### src/rem_pkg.sv
package rem_pkg;
  // ------------------------------------------------------------
  // Address map boundaries
  // ------------------------------------------------------------
  localparam logic [15:0] ADDR_VEC_LO = 16'h0000;
  localparam logic [15:0] ADDR_VEC_HI = 16'h004B;
  localparam logic [15:0] ADDR_ROM_HI = 16'hBFFF;
  localparam logic [15:0] ADDR_M2_EXT_LO = 16'hEF80;
  localparam logic [15:0] ADDR_RAM_LO = 16'hF780;
  localparam logic [15:0] ADDR_RAM_HI = 16'hFF7F;
  localparam logic [15:0] ADDR_EXTW_LO = 16'hFF80;
  localparam logic [15:0] ADDR_EXTW_HI = 16'hFF87;
  localparam logic [15:0] ADDR_REG_LO = 16'hFF88;
  localparam logic [15:0] ADDR_REG_HI = 16'hFFFF;
  localparam logic [15:0] RESET_VECTOR_ADDR = 16'h0000;

  // ------------------------------------------------------------
  // Operating modes, as read from the two mode pins
  // ------------------------------------------------------------
  localparam logic [1:0] MODE_EXP_NOROM = 2'h1;
  localparam logic [1:0] MODE_EXP_ROM = 2'h2;
  localparam logic [1:0] MODE_SINGLE = 2'h3;

  // ------------------------------------------------------------
  // Timing and reset values
  // ------------------------------------------------------------
  localparam int WDT_PULSE_CLKS = 518;
  localparam int WDT_CNT_W = 10;
  localparam logic [WDT_CNT_W-1:0] WDT_CNT_LOAD = WDT_CNT_W'(WDT_PULSE_CLKS - 1);
  localparam logic RAM_EN_RST = 1'b1;
  localparam logic CCR_I_RST = 1'b1;

  // ------------------------------------------------------------
  // Decoded target of an address
  // ------------------------------------------------------------
  typedef enum logic [4:0] {
    RGN_NONE = 5'h01,
    RGN_ROM = 5'h02,
    RGN_RAM = 5'h04,
    RGN_IOREG = 5'h08,
    RGN_EXT = 5'h10
  } rem_region_t;
endpackage

### src/rem_addr_decode.sv
`timescale 1ns/1ns
module rem_addr_decode
  import rem_pkg::*;
(
  input wire logic [15:0] addr,
  input wire logic [1:0] mode,
  input wire logic ram_en,
  output rem_region_t region,
  output logic is_vector
);
  // ------------------------------------------------------------
  // Helpers
  // ------------------------------------------------------------
  function automatic logic in_rng(input logic [15:0] a, input logic [15:0] lo,
                                  input logic [15:0] hi);
    return (a >= lo) && (a <= hi);
  endfunction

  logic expanded;

  // ------------------------------------------------------------
  // Decode
  // ------------------------------------------------------------
  always_comb begin
    expanded = (mode == MODE_EXP_NOROM) || (mode == MODE_EXP_ROM);
    is_vector = in_rng(addr, ADDR_VEC_LO, ADDR_VEC_HI);
    region = RGN_NONE;
    if (in_rng(addr, ADDR_REG_LO, ADDR_REG_HI)) begin
      region = RGN_IOREG;
    end else if (in_rng(addr, ADDR_RAM_LO, ADDR_RAM_HI)) begin
      // Single-chip mode has no bus to fall back to
      region = ram_en ? RGN_RAM : (expanded ? RGN_EXT : RGN_NONE);
    end else if (in_rng(addr, ADDR_EXTW_LO, ADDR_EXTW_HI)) begin
      region = expanded ? RGN_EXT : RGN_NONE;
    end else begin
      unique case (mode)
        MODE_EXP_NOROM: begin
          region = RGN_EXT;
        end
        MODE_EXP_ROM: begin
          if (addr <= ADDR_ROM_HI) begin
            region = RGN_ROM;
          end else if (addr >= ADDR_M2_EXT_LO) begin
            region = RGN_EXT;
          end else begin
            region = RGN_NONE;
          end
        end
        MODE_SINGLE: begin
          region = (addr <= ADDR_ROM_HI) ? RGN_ROM : RGN_NONE;
        end
        default: begin
          // Strap code 0 maps only registers and on-chip RAM; nothing else answers
          region = RGN_NONE;
        end
      endcase
    end
  end
endmodule

### src/rem_reset_seq.sv
`timescale 1ns/1ns
module rem_reset_seq
  import rem_pkg::*;
(
  input wire logic clock,
  input wire logic rst,
  input wire logic reset_input_n,
  input wire logic wdt_reset_req,
  input wire logic mode_select_pin_hi,
  input wire logic mode_select_pin_lo,
  input wire logic instr_boundary,
  input wire logic instr_was_cc_op,
  input wire logic exc_seq_done,
  input wire logic ccr_i_mask,
  input wire logic nmi_pending,
  input wire logic irq_pending,
  input wire logic standby_entry,
  input wire logic ram_enable_wr,
  input wire logic ram_enable_wdata,
  input wire logic vec_rd_valid,
  input wire logic [15:0] vec_rd_data,
  input wire logic [15:0] cpu_addr,
  output logic core_hold,
  output logic periph_init,
  output logic ccr_i_set,
  output logic vec_rd_req,
  output logic [15:0] vec_rd_addr,
  output logic pc_load,
  output logic [15:0] pc_value,
  output logic core_run,
  output logic nmi_accept,
  output logic irq_accept,
  output logic exc_active,
  output logic int_blocked,
  output logic wdt_reset_active,
  output logic reset_from_pin,
  output logic onchip_ram_enable,
  output logic [1:0] mode_field,
  output rem_region_t addr_region,
  output logic addr_is_vector
);
  // ------------------------------------------------------------
  // State
  // ------------------------------------------------------------
  typedef enum logic [5:0] {
    ST_RESET = 6'h01,
    ST_WDT = 6'h02,
    ST_INIT = 6'h04,
    ST_FETCH = 6'h08,
    ST_RUN = 6'h10,
    ST_EXC = 6'h20
  } rem_fsm_t;

  typedef struct packed {
    rem_fsm_t fsm;
    logic pin_prev;
    logic [WDT_CNT_W-1:0] wdt_cnt;
    logic ram_en;
    logic [1:0] mode;
    logic block_all;
    logic [15:0] pc;
    logic pc_load;
    logic ccr_set;
    logic nmi_acc;
    logic irq_acc;
    logic from_pin;
    rem_region_t region;
    logic is_vec;
  } rem_state_t;

  rem_state_t s_r;
  rem_state_t s_nxt;
  rem_region_t dec_region;
  logic dec_is_vec;
  logic may_sample;
  logic take_nmi;
  logic take_irq;

  // ------------------------------------------------------------
  // Helpers
  // ------------------------------------------------------------
  function automatic logic in_reset(input rem_fsm_t f);
    return (f == ST_RESET) || (f == ST_WDT);
  endfunction

  // ------------------------------------------------------------
  // Address decode
  // ------------------------------------------------------------
  rem_addr_decode u_dec (
    .addr(cpu_addr),
    .mode(s_r.mode),
    .ram_en(s_r.ram_en),
    .region(dec_region),
    .is_vector(dec_is_vec)
  );

  // ------------------------------------------------------------
  // Next state
  // ------------------------------------------------------------
  always_comb begin
    s_nxt = s_r;
    s_nxt.pin_prev = reset_input_n;
    s_nxt.mode = {mode_select_pin_hi, mode_select_pin_lo};
    s_nxt.region = dec_region;
    s_nxt.is_vec = dec_is_vec;
    s_nxt.pc_load = 1'b0;
    s_nxt.ccr_set = 1'b0;
    s_nxt.nmi_acc = 1'b0;
    s_nxt.irq_acc = 1'b0;
    // Standby entry deliberately not looked at: RAM enable survives it
    if (ram_enable_wr) begin
      s_nxt.ram_en = ram_enable_wdata;
    end
    // Sampling points: end of a non condition-code instruction, or end of an exception sequence
    may_sample = ((s_r.fsm == ST_RUN) && instr_boundary && !instr_was_cc_op) ||
                 ((s_r.fsm == ST_EXC) && exc_seq_done);
    // First-instruction guard clears only on a non condition-code boundary
    if (s_r.fsm == ST_RUN && instr_boundary && !instr_was_cc_op) begin
      s_nxt.block_all = 1'b0;
    end
    // Clearing boundary ends the first instruction, so it may already sample
    take_nmi = may_sample && !s_nxt.block_all && nmi_pending;
    take_irq = may_sample && !s_nxt.block_all && !nmi_pending && irq_pending &&
               !ccr_i_mask;
    unique case (s_r.fsm)
      ST_RESET: begin
        if (reset_input_n && !s_r.pin_prev) begin
          s_nxt.fsm = ST_INIT;
        end
      end
      ST_WDT: begin
        if (s_r.wdt_cnt == '0) begin
          s_nxt.fsm = ST_INIT;
        end else begin
          s_nxt.wdt_cnt = s_r.wdt_cnt - 1'b1;
        end
      end
      ST_INIT: begin
        s_nxt.ccr_set = CCR_I_RST;
        s_nxt.fsm = ST_FETCH;
      end
      ST_FETCH: begin
        if (vec_rd_valid) begin
          s_nxt.pc = vec_rd_data;
          s_nxt.pc_load = 1'b1;
          s_nxt.fsm = ST_RUN;
        end
      end
      ST_RUN: begin
        if (take_nmi || take_irq) begin
          s_nxt.fsm = ST_EXC;
        end
      end
      ST_EXC: begin
        if (exc_seq_done && !(take_nmi || take_irq)) begin
          s_nxt.fsm = ST_RUN;
        end
      end
    endcase
    s_nxt.nmi_acc = take_nmi;
    s_nxt.irq_acc = take_irq;
    // Reset sources override everything but the ST_INIT ccr_set pulse, the pin above the watchdog
    if (wdt_reset_req && !in_reset(s_r.fsm)) begin
      s_nxt.fsm = ST_WDT;
      s_nxt.wdt_cnt = WDT_CNT_LOAD;
      s_nxt.from_pin = 1'b0;
    end
    if (!reset_input_n) begin
      s_nxt.fsm = ST_RESET;
      s_nxt.from_pin = 1'b1;
    end
    if (in_reset(s_nxt.fsm)) begin
      s_nxt.ram_en = RAM_EN_RST;
      s_nxt.block_all = 1'b1;
      s_nxt.nmi_acc = 1'b0;
      s_nxt.irq_acc = 1'b0;
      s_nxt.pc_load = 1'b0;
      s_nxt.pc = RESET_VECTOR_ADDR;
    end
  end

  // ------------------------------------------------------------
  // Registers
  // ------------------------------------------------------------
  always_ff @(posedge clock) begin
    if (rst) begin
      s_r <= '{fsm: ST_RESET, pin_prev: 1'b0, wdt_cnt: '0, ram_en: RAM_EN_RST,
               mode: 2'h0, block_all: 1'b1, pc: RESET_VECTOR_ADDR, pc_load: 1'b0,
               ccr_set: 1'b0, nmi_acc: 1'b0, irq_acc: 1'b0, from_pin: 1'b1,
               region: RGN_NONE, is_vec: 1'b0};
    end else begin
      s_r <= s_nxt;
    end
  end

  // ------------------------------------------------------------
  // Outputs
  // ------------------------------------------------------------
  assign core_hold = in_reset(s_r.fsm) || (s_r.fsm == ST_INIT) ||
                     (s_r.fsm == ST_FETCH);
  assign periph_init = in_reset(s_r.fsm) || (s_r.fsm == ST_INIT);
  assign ccr_i_set = s_r.ccr_set;
  assign vec_rd_req = (s_r.fsm == ST_FETCH);
  assign vec_rd_addr = RESET_VECTOR_ADDR;
  assign pc_load = s_r.pc_load;
  assign pc_value = s_r.pc;
  assign core_run = (s_r.fsm == ST_RUN) || (s_r.fsm == ST_EXC);
  assign nmi_accept = s_r.nmi_acc;
  assign irq_accept = s_r.irq_acc;
  assign exc_active = (s_r.fsm == ST_EXC);
  assign int_blocked = s_r.block_all;
  assign wdt_reset_active = (s_r.fsm == ST_WDT);
  assign reset_from_pin = s_r.from_pin;
  assign onchip_ram_enable = s_r.ram_en;
  assign mode_field = s_r.mode;
  assign addr_region = s_r.region;
  assign addr_is_vector = s_r.is_vec;
endmodule

### config.mk
export PLATFORM = sky130hd
export DESIGN_NAME = rem_reset_seq
export DESIGN_NICKNAME = d
export VERILOG_FILES = /design/src/rem_pkg.sv /design/src/rem_addr_decode.sv /design/src/rem_reset_seq.sv
export SDC_FILE = /design/constraint.sdc
export NUM_CORES = 1
export LEC_CHECK = 0
export BUFFER_PORTS_ARGS = -buffer_cell sky130_fd_sc_hd__buf_2
export CORE_MARGIN = 4
export CORE_UTILIZATION = 30
export DETAILED_ROUTE_END_ITERATION = 10
export GPL_ROUTABILITY_DRIVEN = 0
export SYNTH_ARGS = -nofsm -noshare
export SYNTH_HDL_FRONTEND = slang
export SYNTH_HIERARCHICAL = 1
export SYNTH_SLANG_ARGS = --single-unit
### constraint.sdc
create_clock -name clock -period 2.85 [get_ports clock]
set_input_delay 0.285 -clock clock [delete_from_list [all_inputs] [get_ports clock]]
set_output_delay 0.285 -clock clock [all_outputs]
set_load 0.02 [all_outputs]
After elaboration in Yosys (flattened, before gate mapping)
Cells that the tools add are included.
W data, S select, Z words.

cells by class
  add/subtract/negate cells = 1
  magnitude comparators = 10
  equal/unequal tests = 12
  multiplexer cells = 23
  bitwise logic cells = 3
  reduce and logical (&&, ||, !) cells = 40

operators with widths
  cell                     number
  $ge A16 B16 Y1 const B   4
  $le A16 B16 Y1 const B   4
  $mux W6                  7
  $pmux W6 S6              1
  $mux W10                 3
  $mux W5                  6
  $ge A16 B1 Y1 const B    1
  $le A16 B7 Y1 const B    1
  $logic_and A1 B1 Y1      15
  $pmux W5 S3              1
  $eq A6 B1 Y1 const B     2
  $eq A6 B2 Y1 const B     2
  $logic_not A10 Y1        1
  $sub A10 B1 Y10 const B  1
  $logic_or A1 B1 Y1       8
  $reduce_or A2 Y1         4
  $logic_not A1 Y1         7
  $eq A6 B3 Y1 const B     1
  $eq A6 B4 Y1 const B     1
  $eq A6 B5 Y1 const B     1
  $eq A6 B6 Y1 const B     1
  $reduce_and A2 Y1        3
  $eq A2 B2 Y1 const B     2
  $mux W4                  1
  other kinds (7)          11

storage, ports and cells
  register bits = 48
  bits of input ports = 48
  output and inout port bits = 53
  logic and storage cells = 105

Logic depth before layout (Yosys ltp)
Gate-level depths: netlist (run 1).

  word-level depth = 19
  gate-level depth with buffers = 8

Cells and area by module
Netlist (run 1), hierarchy kept.

by module, submodules not included
  module           times used  cells an instance  area an instance (um2)  sequential area each (um2)
  rem_reset_seq    1           261                2,454.9                 960.9
  rem_addr_decode  1           40                 266.5                   0.0

Least setup slack after synthesis (run 1)
No wires, ideal clock.

  path kind = flip-flop to flip-flop
  start point = reg s_r[45] (netlist name)
  end point = reg s_r, in the netlist onchip_ram_enable
  data arrival time = 2.019 ns
  slack = 0.717 ns
  stages on the path, launching flop included = 9
  cells stage by stage = dfxtp_1 > or4_1 > or2_1 > buf_6 > o31a_1 > o31a_1 > buf_6 > buf_6 > a21o_1

on the way
  word-level cells in the longest chain between the ends = 19

RTL lines
  item                                          line                                                              source
  start: declaration                            rem_reset_seq.sv:71                                               rem_state_t s_r;
  start signal: assignment                      rem_reset_seq.sv:187                                              s_r <= '{fsm: ST_RESET, pin_prev: 1'b0, wdt_cnt: '0, ram_en: RAM_EN_RST,
  start signal: assignment                      rem_reset_seq.sv:192                                              s_r <= s_nxt;
  $eq A6 B5 Y1                                  rem_reset_seq.sv:115, rem_reset_seq.sv:118, rem_reset_seq.sv:125
  $logic_and A1 B1 Y1 (2 in a row)              rem_reset_seq.sv:115, rem_reset_seq.sv:118
  $mux W1                                       rem_reset_seq.sv:118                                              if (s_r.fsm == ST_RUN && instr_boundary && !instr_was_cc_op) begin
  $logic_not A1 Y1                              rem_reset_seq.sv:122, rem_reset_seq.sv:123
  $logic_and A1 B1 Y1                           rem_reset_seq.sv:122, rem_reset_seq.sv:123
  $logic_and A1 B1 Y1 (3 in a row)              rem_reset_seq.sv:123                                              take_irq = may_sample && !s_nxt.block_all && !nmi_pending && irq_pending &&
  $logic_or A1 B1 Y1                            rem_reset_seq.sv:150, rem_reset_seq.sv:155
  $logic_not A1 Y1                              rem_reset_seq.sv:155                                              if (exc_seq_done && !(take_nmi || take_irq)) begin
  $logic_and A1 B1 Y1                           rem_reset_seq.sv:155
  $mux W6                                       rem_reset_seq.sv:155
  $pmux W6 S6                                   rem_reset_seq.sv:125                                              unique case (s_r.fsm)
  $mux W6 *                                     rem_reset_seq.sv:163                                              if (wdt_reset_req && !in_reset(s_r.fsm)) begin
  $mux W6 *                                     rem_reset_seq.sv:168                                              if (!reset_input_n) begin
  $eq A6 B1 Y1 or $eq A6 B2 Y1 (tied branches)  rem_reset_seq.sv:83                                               return (f == ST_RESET) || (f == ST_WDT);
  $logic_or A1 B1 Y1 *                          rem_reset_seq.sv:83
  $reduce_or A2 Y1 (no line) *                  -

Mark *: on every way between the ends. The rest lies on a longest branch, timed or not.
A chain may end at the register's enable or synchronous reset.

Final worst setup path (run 1)
  start point = reg s_r[47] (netlist name)
  end point = reg s_r, in the netlist int_blocked

on the way
  word-level cells in the longest chain between the ends = 19

RTL lines
  item                                          line
  $eq A6 B5 Y1                                  rem_reset_seq.sv:115, rem_reset_seq.sv:118, rem_reset_seq.sv:125
  $logic_and A1 B1 Y1 (2 in a row)              rem_reset_seq.sv:115, rem_reset_seq.sv:118
  $mux W1                                       rem_reset_seq.sv:118
  $logic_not A1 Y1                              rem_reset_seq.sv:122, rem_reset_seq.sv:123
  $logic_and A1 B1 Y1                           rem_reset_seq.sv:122, rem_reset_seq.sv:123
  $logic_and A1 B1 Y1 (3 in a row)              rem_reset_seq.sv:123
  $logic_or A1 B1 Y1                            rem_reset_seq.sv:150, rem_reset_seq.sv:155
  $logic_not A1 Y1                              rem_reset_seq.sv:155
  $logic_and A1 B1 Y1                           rem_reset_seq.sv:155
  $mux W6                                       rem_reset_seq.sv:155
  $pmux W6 S6                                   rem_reset_seq.sv:125
  $mux W6                                       rem_reset_seq.sv:163
  $mux W6                                       rem_reset_seq.sv:168
  $eq A6 B1 Y1 or $eq A6 B2 Y1 (tied branches)  rem_reset_seq.sv:83
  $logic_or A1 B1 Y1                            rem_reset_seq.sv:83
  $reduce_or A2 Y1 (no line)                    -

Several ways; a longest one is shown, not always the timed one.

==> results of run 1 <==
sequential cells by signal, summed over array words and instances (netlist names), 2 cells and up:
signal	flops
s_r	17
pc_value	16
mode_field	2
addr_region	5
kinds of logic (layout without fill, tap and decap cells):
| kind of cell | after synthesis | after routing | share of synthesized area |
|---|---|---|---|
| other | 1 | 16 | 0.00138 |
| adder cells (fa/ha/maj) | 4 | 4 | 0.0184 |
| flip-flops | 48 | 48 | 0.353 |
| AND/OR/NAND/NOR | 103 | 103 | 0.205 |
| multiplexers | 17 | 17 | 0.0625 |
| XOR/XNOR | 11 | 11 | 0.0354 |
| buffers and inverters | 62 | 107 | 0.159 |
| AO/OA/AOI/OAI | 55 | 55 | 0.166 |
Yosys cell counts, types with 3 or more instances:
library cell   n  area share
dfxtp_1       48        0.35
buf_4         40        0.11
nand2b_1       6       0.014
inv_1         11       0.015
buf_2          3      0.0055
or2_2          3      0.0069
nor2b_1       11       0.025
buf_6          6       0.025
nand2_1       16       0.022
a211oi_1       8       0.022
a21oi_1       12       0.022
o21ai_0        3      0.0055
mux2i_1       17       0.063
nand3_1       13       0.024
nor4_1         7       0.016
nand4_1        3      0.0069
ha_1           4       0.018
nor3_1         7       0.013
nor2_1        19       0.026
o22ai_1        3      0.0069
xor2_1         6       0.019
xnor2_1        5       0.016
and3_1         4      0.0092
a21o_1         3      0.0083
a211oi_2       9       0.041
worst max path at each step:
stage          startpoint           endpoint  slack (ps)  cells past startpoint
3_3_place_gp      s_r[46]        int_blocked         550                      6
3_5_place_dp      s_r[47]        int_blocked         510                      6
5_1_grt           s_r[46]        int_blocked         340                      6
6_report          s_r[47]        int_blocked         440                      6
2_1_floorplan     s_r[45]  onchip_ram_enable         720                      8
4_1_cts           s_r[46]        int_blocked         490                      6
power by group through the flow:
stage	Sequential [mW]	Clock [mW]	Combinational [mW]
3_5_place_dp	0.709	0	0.213
6_report	0.693	0.478	0.213
3_3_place_gp	0.708	0	0.210
2_1_floorplan	0.707	0	0.167
5_1_grt	0.696	0.533	0.235
4_1_cts	0.693	0.502	0.214
critical path: cells and delay by family, from the launching register on:
kind / cells / cell delay (ps)
AOI/OAI and AO/OA: 2 / 640
buffers and inverters: 1 / 190
DFF: 1 / 380
and+or+nand+nor: 3 / 1090
layout make-up:
cell class              count  area [um2]
fillers                   904        5680
multi-input cells         206        1390
flip-flops and latches     48         961
repair buffers             88         458
well taps                 108         135
clock buffers               6        72.6
inverters                  11        41.3
clock inverters             2        35.0
metal layers:
layer  track usage  up-vias  share of wire
met5             0        -              0
met4        0.0279        0         0.0076
met3        0.0335        6          0.080
met2         0.185       73           0.46
met1         0.132      997           0.45
li1              -     1124              -
==> impl_metrics.toml, run 1 <==
[critical_path]
crit_path_cell_trace = "nor4_1, nand3_1, and3_1, o31a_1, buf_4, a221o_1"
arrival_ps = 2600
crit_path_max_incr_delay_ps = 480
setup.worst_path.class = "flop to flop"
r2r_start = "s_r[47]"
critPathLaunchType = "flop"
rr_worst_depth = 6
type_of_destination_of_the_critical_path = "flop"
end_of_the_worst_register_to_register_path = "int_blocked"
crit_slowest_cell = "nor4_1"
cp_max_fo = 11
required_arrival_time_at_the_worst_endpoint_ps = 3040
reg2reg_setup_slack_ps = 440

[detailed_routing]
initialDrtViolationCount = 53
pre_repair_dr_iteration_count = 4
final_antenna_net_count = 0
route.detailed.drc = 0
postRouteWirelength_mm = 6.04
route.detailed.vias_per_inst = 4.69
route.vias.total = 2200
route.detailed.wl_per_inst_um = 12.9

[global_routing]
grt_pass1_vias = 2065
initial_antenna_violation_count = 0
maximum_number_of_pins_on_one_net_before_global_route_repair = 19
wire_length_of_the_first_global_routing_pass_mm = 9.32
grt-ovfl-total = 0
grt_util_all_layers = 0.108

[timing]
skew_ps = 5.44
slew_viol_final = 0
finalSetupViolCount = 0
achievable-frequency_ghz = 0.415
hold_viol_final = 0
hold_slack_ps = 160
postLayoutSetupSlackWorst_ps = 438
final.min_clock_period_ps = 2410
finalCritPeriodShare = 0.846
rsz0062_at_grt = "no"
finalSetupTns_ps = 0

[clock_network]
cts_root_buf = "clkbuf_8"
cts-htree-levels = 2
sinks_on_the_clock_net = 48
clock_insertion_delay_worst_skew_ps = 290
tritoncts = "built"
total_setup_buffers_inserted_after_cts = 0
cts_hold_repair.buffers = 0
max-clock-path-buffers = 2
path_clk_slew_ps = 80
numCtsBuffers = 5
post_cts_resize_count = 0

[final_layout]
drive_gt1_frac = 0.307
commonest_non_fill_non_tap_cell_in_the_layout = "buf_2"
most-common-layout-cells = "buf_2 (81), dfxtp_1 (48), nor2_1 (19)"
final_stage_net_count = 412
num_antenna_cells = 0
final_util = 0.352
syn_to_final_growth_pct = 13.5
final_instance_area_um2 = 3090
final-instance-count-excl-fill = 469

[synth]
syn_area_per_cell_um2 = 9.04
ys_async_sr_fraction = 0
syn_area_um2 = 2720
netlist_instances = 301
ys_seq_area_frac = 0.353
postSynthRegisterBits = 48
yosys_warnings = 6
synth_cell_types = 52
synth_enable_flop_cells = 0
synth_top_flop_cell = "dfxtp_1"

[place]
place.port_buffers = 81
dp_hpwl_mm = 4.76
dp_worst_setup_slack_ps = 509
detailed_place.area_um2 = 2980
placed_cells = 461

[pwr]
cellInternalPower_mw = 1.02
share_seq_of_total_power = 0.501
power_frac_comb = 0.154
share_clk_of_total_power = 0.345
p_leak_nw = 1.43
power_density_relative_to_cell_area_nw_per_um2 = 448
p_total_mw = 1.38
netsw_mw = 0.362
power.ir.vdd_worst_mv = 0.190
p_sw_frac = 0.262

[die]
initial_core_util = 0.311
ios = 101
floorplan.rows = 34
die-area_um2 = 10700
core_um2 = 8760
die_y_um = 103
dieWidth_um = 103

[worst_hold_path]
min_path_type = "input pin to flop"
worst_hold_path_endpoint = "irq_accept"
worstHoldStart = "nmi_pending"
min_path_cells = 2

[flow_run]
max-cap-violations = 0

[outcome]
outcome = "complete, no violations"
Note: power is estimated with default switching activity, not from simulation.
==> run 2, diff against run 1 <==
- ABC_AREA: default -> 1
- clock period: 2.85 -> 2.39 ns (I/O delays scaled with it)
==> impl_metrics.toml, run 2 <==
[synth]
syn_area_um2 = 2830
synth_cell_types = 39
syn_area_per_cell_um2 = 7.57
synth.cells.most_frequent = "nand2_1 (53), inv_1 (49), nor2_1 (49)"
synth_top_flop_cell = "dfxtp_1"
ys_seq_area_frac = 0.340
postSynthRegisterBits = 48
synth_enable_flop_cells = 0
yosysTopAreaCellShare = 0.340
yosysTopAreaCell = "dfxtp_1"
post_synth_main_area_contributors = "dfxtp_1 (34%), buf_4 (10%), nand2_1 (7.0%)"
yosysMostFrequentCell = "nand2_1"
netlist_instances = 374
ys_async_sr_fraction = 0
yosys_warnings = 6

[worst_hold_path]
min_path_type = "input pin to flop"
min_path_cells = 3

[detailed_routing]
route.detailed.vias_per_inst = 4.31
pre_repair_dr_iteration_count = 4
postRouteWirelength_mm = 5.72
route.detailed.wl_per_inst_um = 10.4
final_antenna_net_count = 0
route.vias.total = 2363
route.detailed.drc = 0
initialDrtViolationCount = 128

[clock_network]
tritoncts = "built"
total_setup_buffers_inserted_after_cts = 0
cts_root_buf = "clkbuf_8"
post_cts_resize_count = 0
max-clock-path-buffers = 2
clock_insertion_delay_worst_skew_ps = 290
sinks_on_the_clock_net = 48
numCtsBuffers = 5
cts-htree-levels = 2
cts_hold_repair.buffers = 0
path_clk_slew_ps = 90

[critical_path]
rr_worst_depth = 13
arrival_ps = 2160
reg2reg_setup_slack_ps = 410
required_arrival_time_at_the_worst_endpoint_ps = 2580
r2r_start = "s_r[31]"
cp-endpoint = "pc_value[2]"
cp_max_fo = 19
critPathLaunchType = "flop"
setup.worst_path.class = "flop to flop"
setup.worst_path.start = "s_r[31]"
type_of_destination_of_the_critical_path = "flop"
end_of_the_worst_register_to_register_path = "pc_value[2]"

[timing]
final.min_clock_period_ps = 1980
rsz0062_at_grt = "no"
slew_viol_final = 0
finalCritPeriodShare = 0.826
finalSetupTns_ps = 0
skew_ps = 8.00
finalSetupViolCount = 0
achievable-frequency_ghz = 0.506
hold_viol_final = 0

[place]
dp_hpwl_mm = 4.68
place.port_buffers = 81
placed_cells = 540

[flow_run]
max-cap-violations = 0

[final_layout]
final_stage_net_count = 488
syn_to_final_growth_pct = 14.4
num_antenna_cells = 0
final.fill_count = 970
drive_gt1_frac = 0.316
most-common-layout-cells = "buf_2 (81), nand2_1 (53), inv_1 (49), nor2_1 (49), dfxtp_1 (48)"
largest_register_ffs = 17
commonest_non_fill_non_tap_cell_in_the_layout = "buf_2"
most_flops_register = "s_r"
final-instance-count-excl-fill = 548

[global_routing]
grt-ovfl-total = 0
initial_antenna_violation_count = 0
maximum_number_of_pins_on_one_net_before_global_route_repair = 20
grt_util_all_layers = 0.104
wire_length_of_the_first_global_routing_pass_mm = 9.76
grt_pass1_vias = 2286

[pwr]
p_leak_nw = 1.67
power_density_relative_to_cell_area_nw_per_um2 = 520
power.ir.vdd_worst_mv = 0.351
p_total_mw = 1.68

[die]
core_um2 = 9200
die_y_um = 105
initial_core_util = 0.308
ios = 101
die-area_um2 = 11100
floorplan.rows = 35
dieWidth_um = 105

[outcome]
outcome = "complete, no violations"
## run 2: cell count changes in the layout (fill, tap and decap cells not counted), moves of 6 or more
cell	previous run	this run
nand2b_1	6	0
nand2_1	16	53
nor4_1	7	1
nand3_1	13	23
nor2_4	0	9
a211oi_1	8	1
a211oi_2	9	0
buf_4	7	1
nor2_1	19	49
nor2_2	1	16
nand2_2	0	7
nor2b_1	11	0
inv_1	11	49
xor2_1	6	0
## run 2: kinds of logic after synthesis
kind of cell | Yosys count | share of synthesized area
adder cells (fa/ha/maj) | 4 | 0.0177
AO/OA/AOI/OAI | 24 | 0.0517
AND/OR/NAND/NOR | 186 | 0.345
multiplexers | 17 | 0.0601
buffers and inverters | 93 | 0.181
flip-flops | 48 | 0.340
other | 1 | 0.00132
XOR/XNOR | 1 | 0.00310
## run 2: power breakdown
| group | switching [mW] | internal (mW) | total, mW |
|---|---|---|---|
| clock network | 0.273 | 0.342 | 0.615 |
| logic | 0.160 | 0.0818 | 0.242 |
| registers | 0.0123 | 0.814 | 0.826 |
| total | 0.445 | 1.24 | 1.68 |
## run 2: layer usage
metal / wire, um / track usage / vias to the layer above
li1: - / - / 1243
met1: 2620 / 0.125 / 1051
met2: 2700 / 0.183 / 67
met3: 387 / 0.0327 / 2
met4: 19 / 0.0169 / 0
met5: 0 / 0 / -
## run 2: per-stage QoR
stage | util | hold slack (ps) | setup WS [ps] | cell area (um2)
5_1_grt | 0.352 | 140 | 168 | 3240
3_5_place_dp | 0.339 | 432 | 413 | 3120
3_3_place_gp | 0.339 | 434 | 447 | 3120
4_1_cts | 0.352 | 130 | 400 | 3240
6_report | 0.352 | 140 | 415 | 3240
2_1_floorplan | - | 310 | 554 | 2890
## run 2: layout make-up
| cell class | instances | area, um2 | area share |
|---|---|---|---|
| clock buffers | 6 | 82.6 | 0.0255 |
| clock inverters | 2 | 38.8 | 0.0120 |
| inverters | 51 | 191 | 0.0591 |
| multi-input cells | 248 | 1410 | 0.436 |
| flip-flops and latches | 48 | 961 | 0.297 |
| well taps | 111 | 139 | 0.0429 |
| repair buffers | 82 | 413 | 0.128 |
## run 2: worst min-delay path by stage
stage / start / endpoint / slack (ps)
2_1_floorplan: rst / addr_region[1] / 310
3_3_place_gp: reset_from_pin / reset_from_pin / 430
3_5_place_dp: reset_from_pin / reset_from_pin / 430
4_1_cts: mode_select_pin_hi / mode_field[1] / 130
5_1_grt: mode_select_pin_hi / mode_field[1] / 140
6_report: mode_select_pin_lo / mode_field[0] / 140
## run 2: critical path, stage by stage, from the launching register on
cell and delay [ps]:
dfxtp_1 320, inv_1 100, ha_1 180, nand2_1 60, nor2_1 180, nand3_1 110, nand2_2 150, nand3_1 100
nand2_1 60, inv_1 40, nor2_2 90, nand3_2 130, nand3_4 280, nor2_1 70
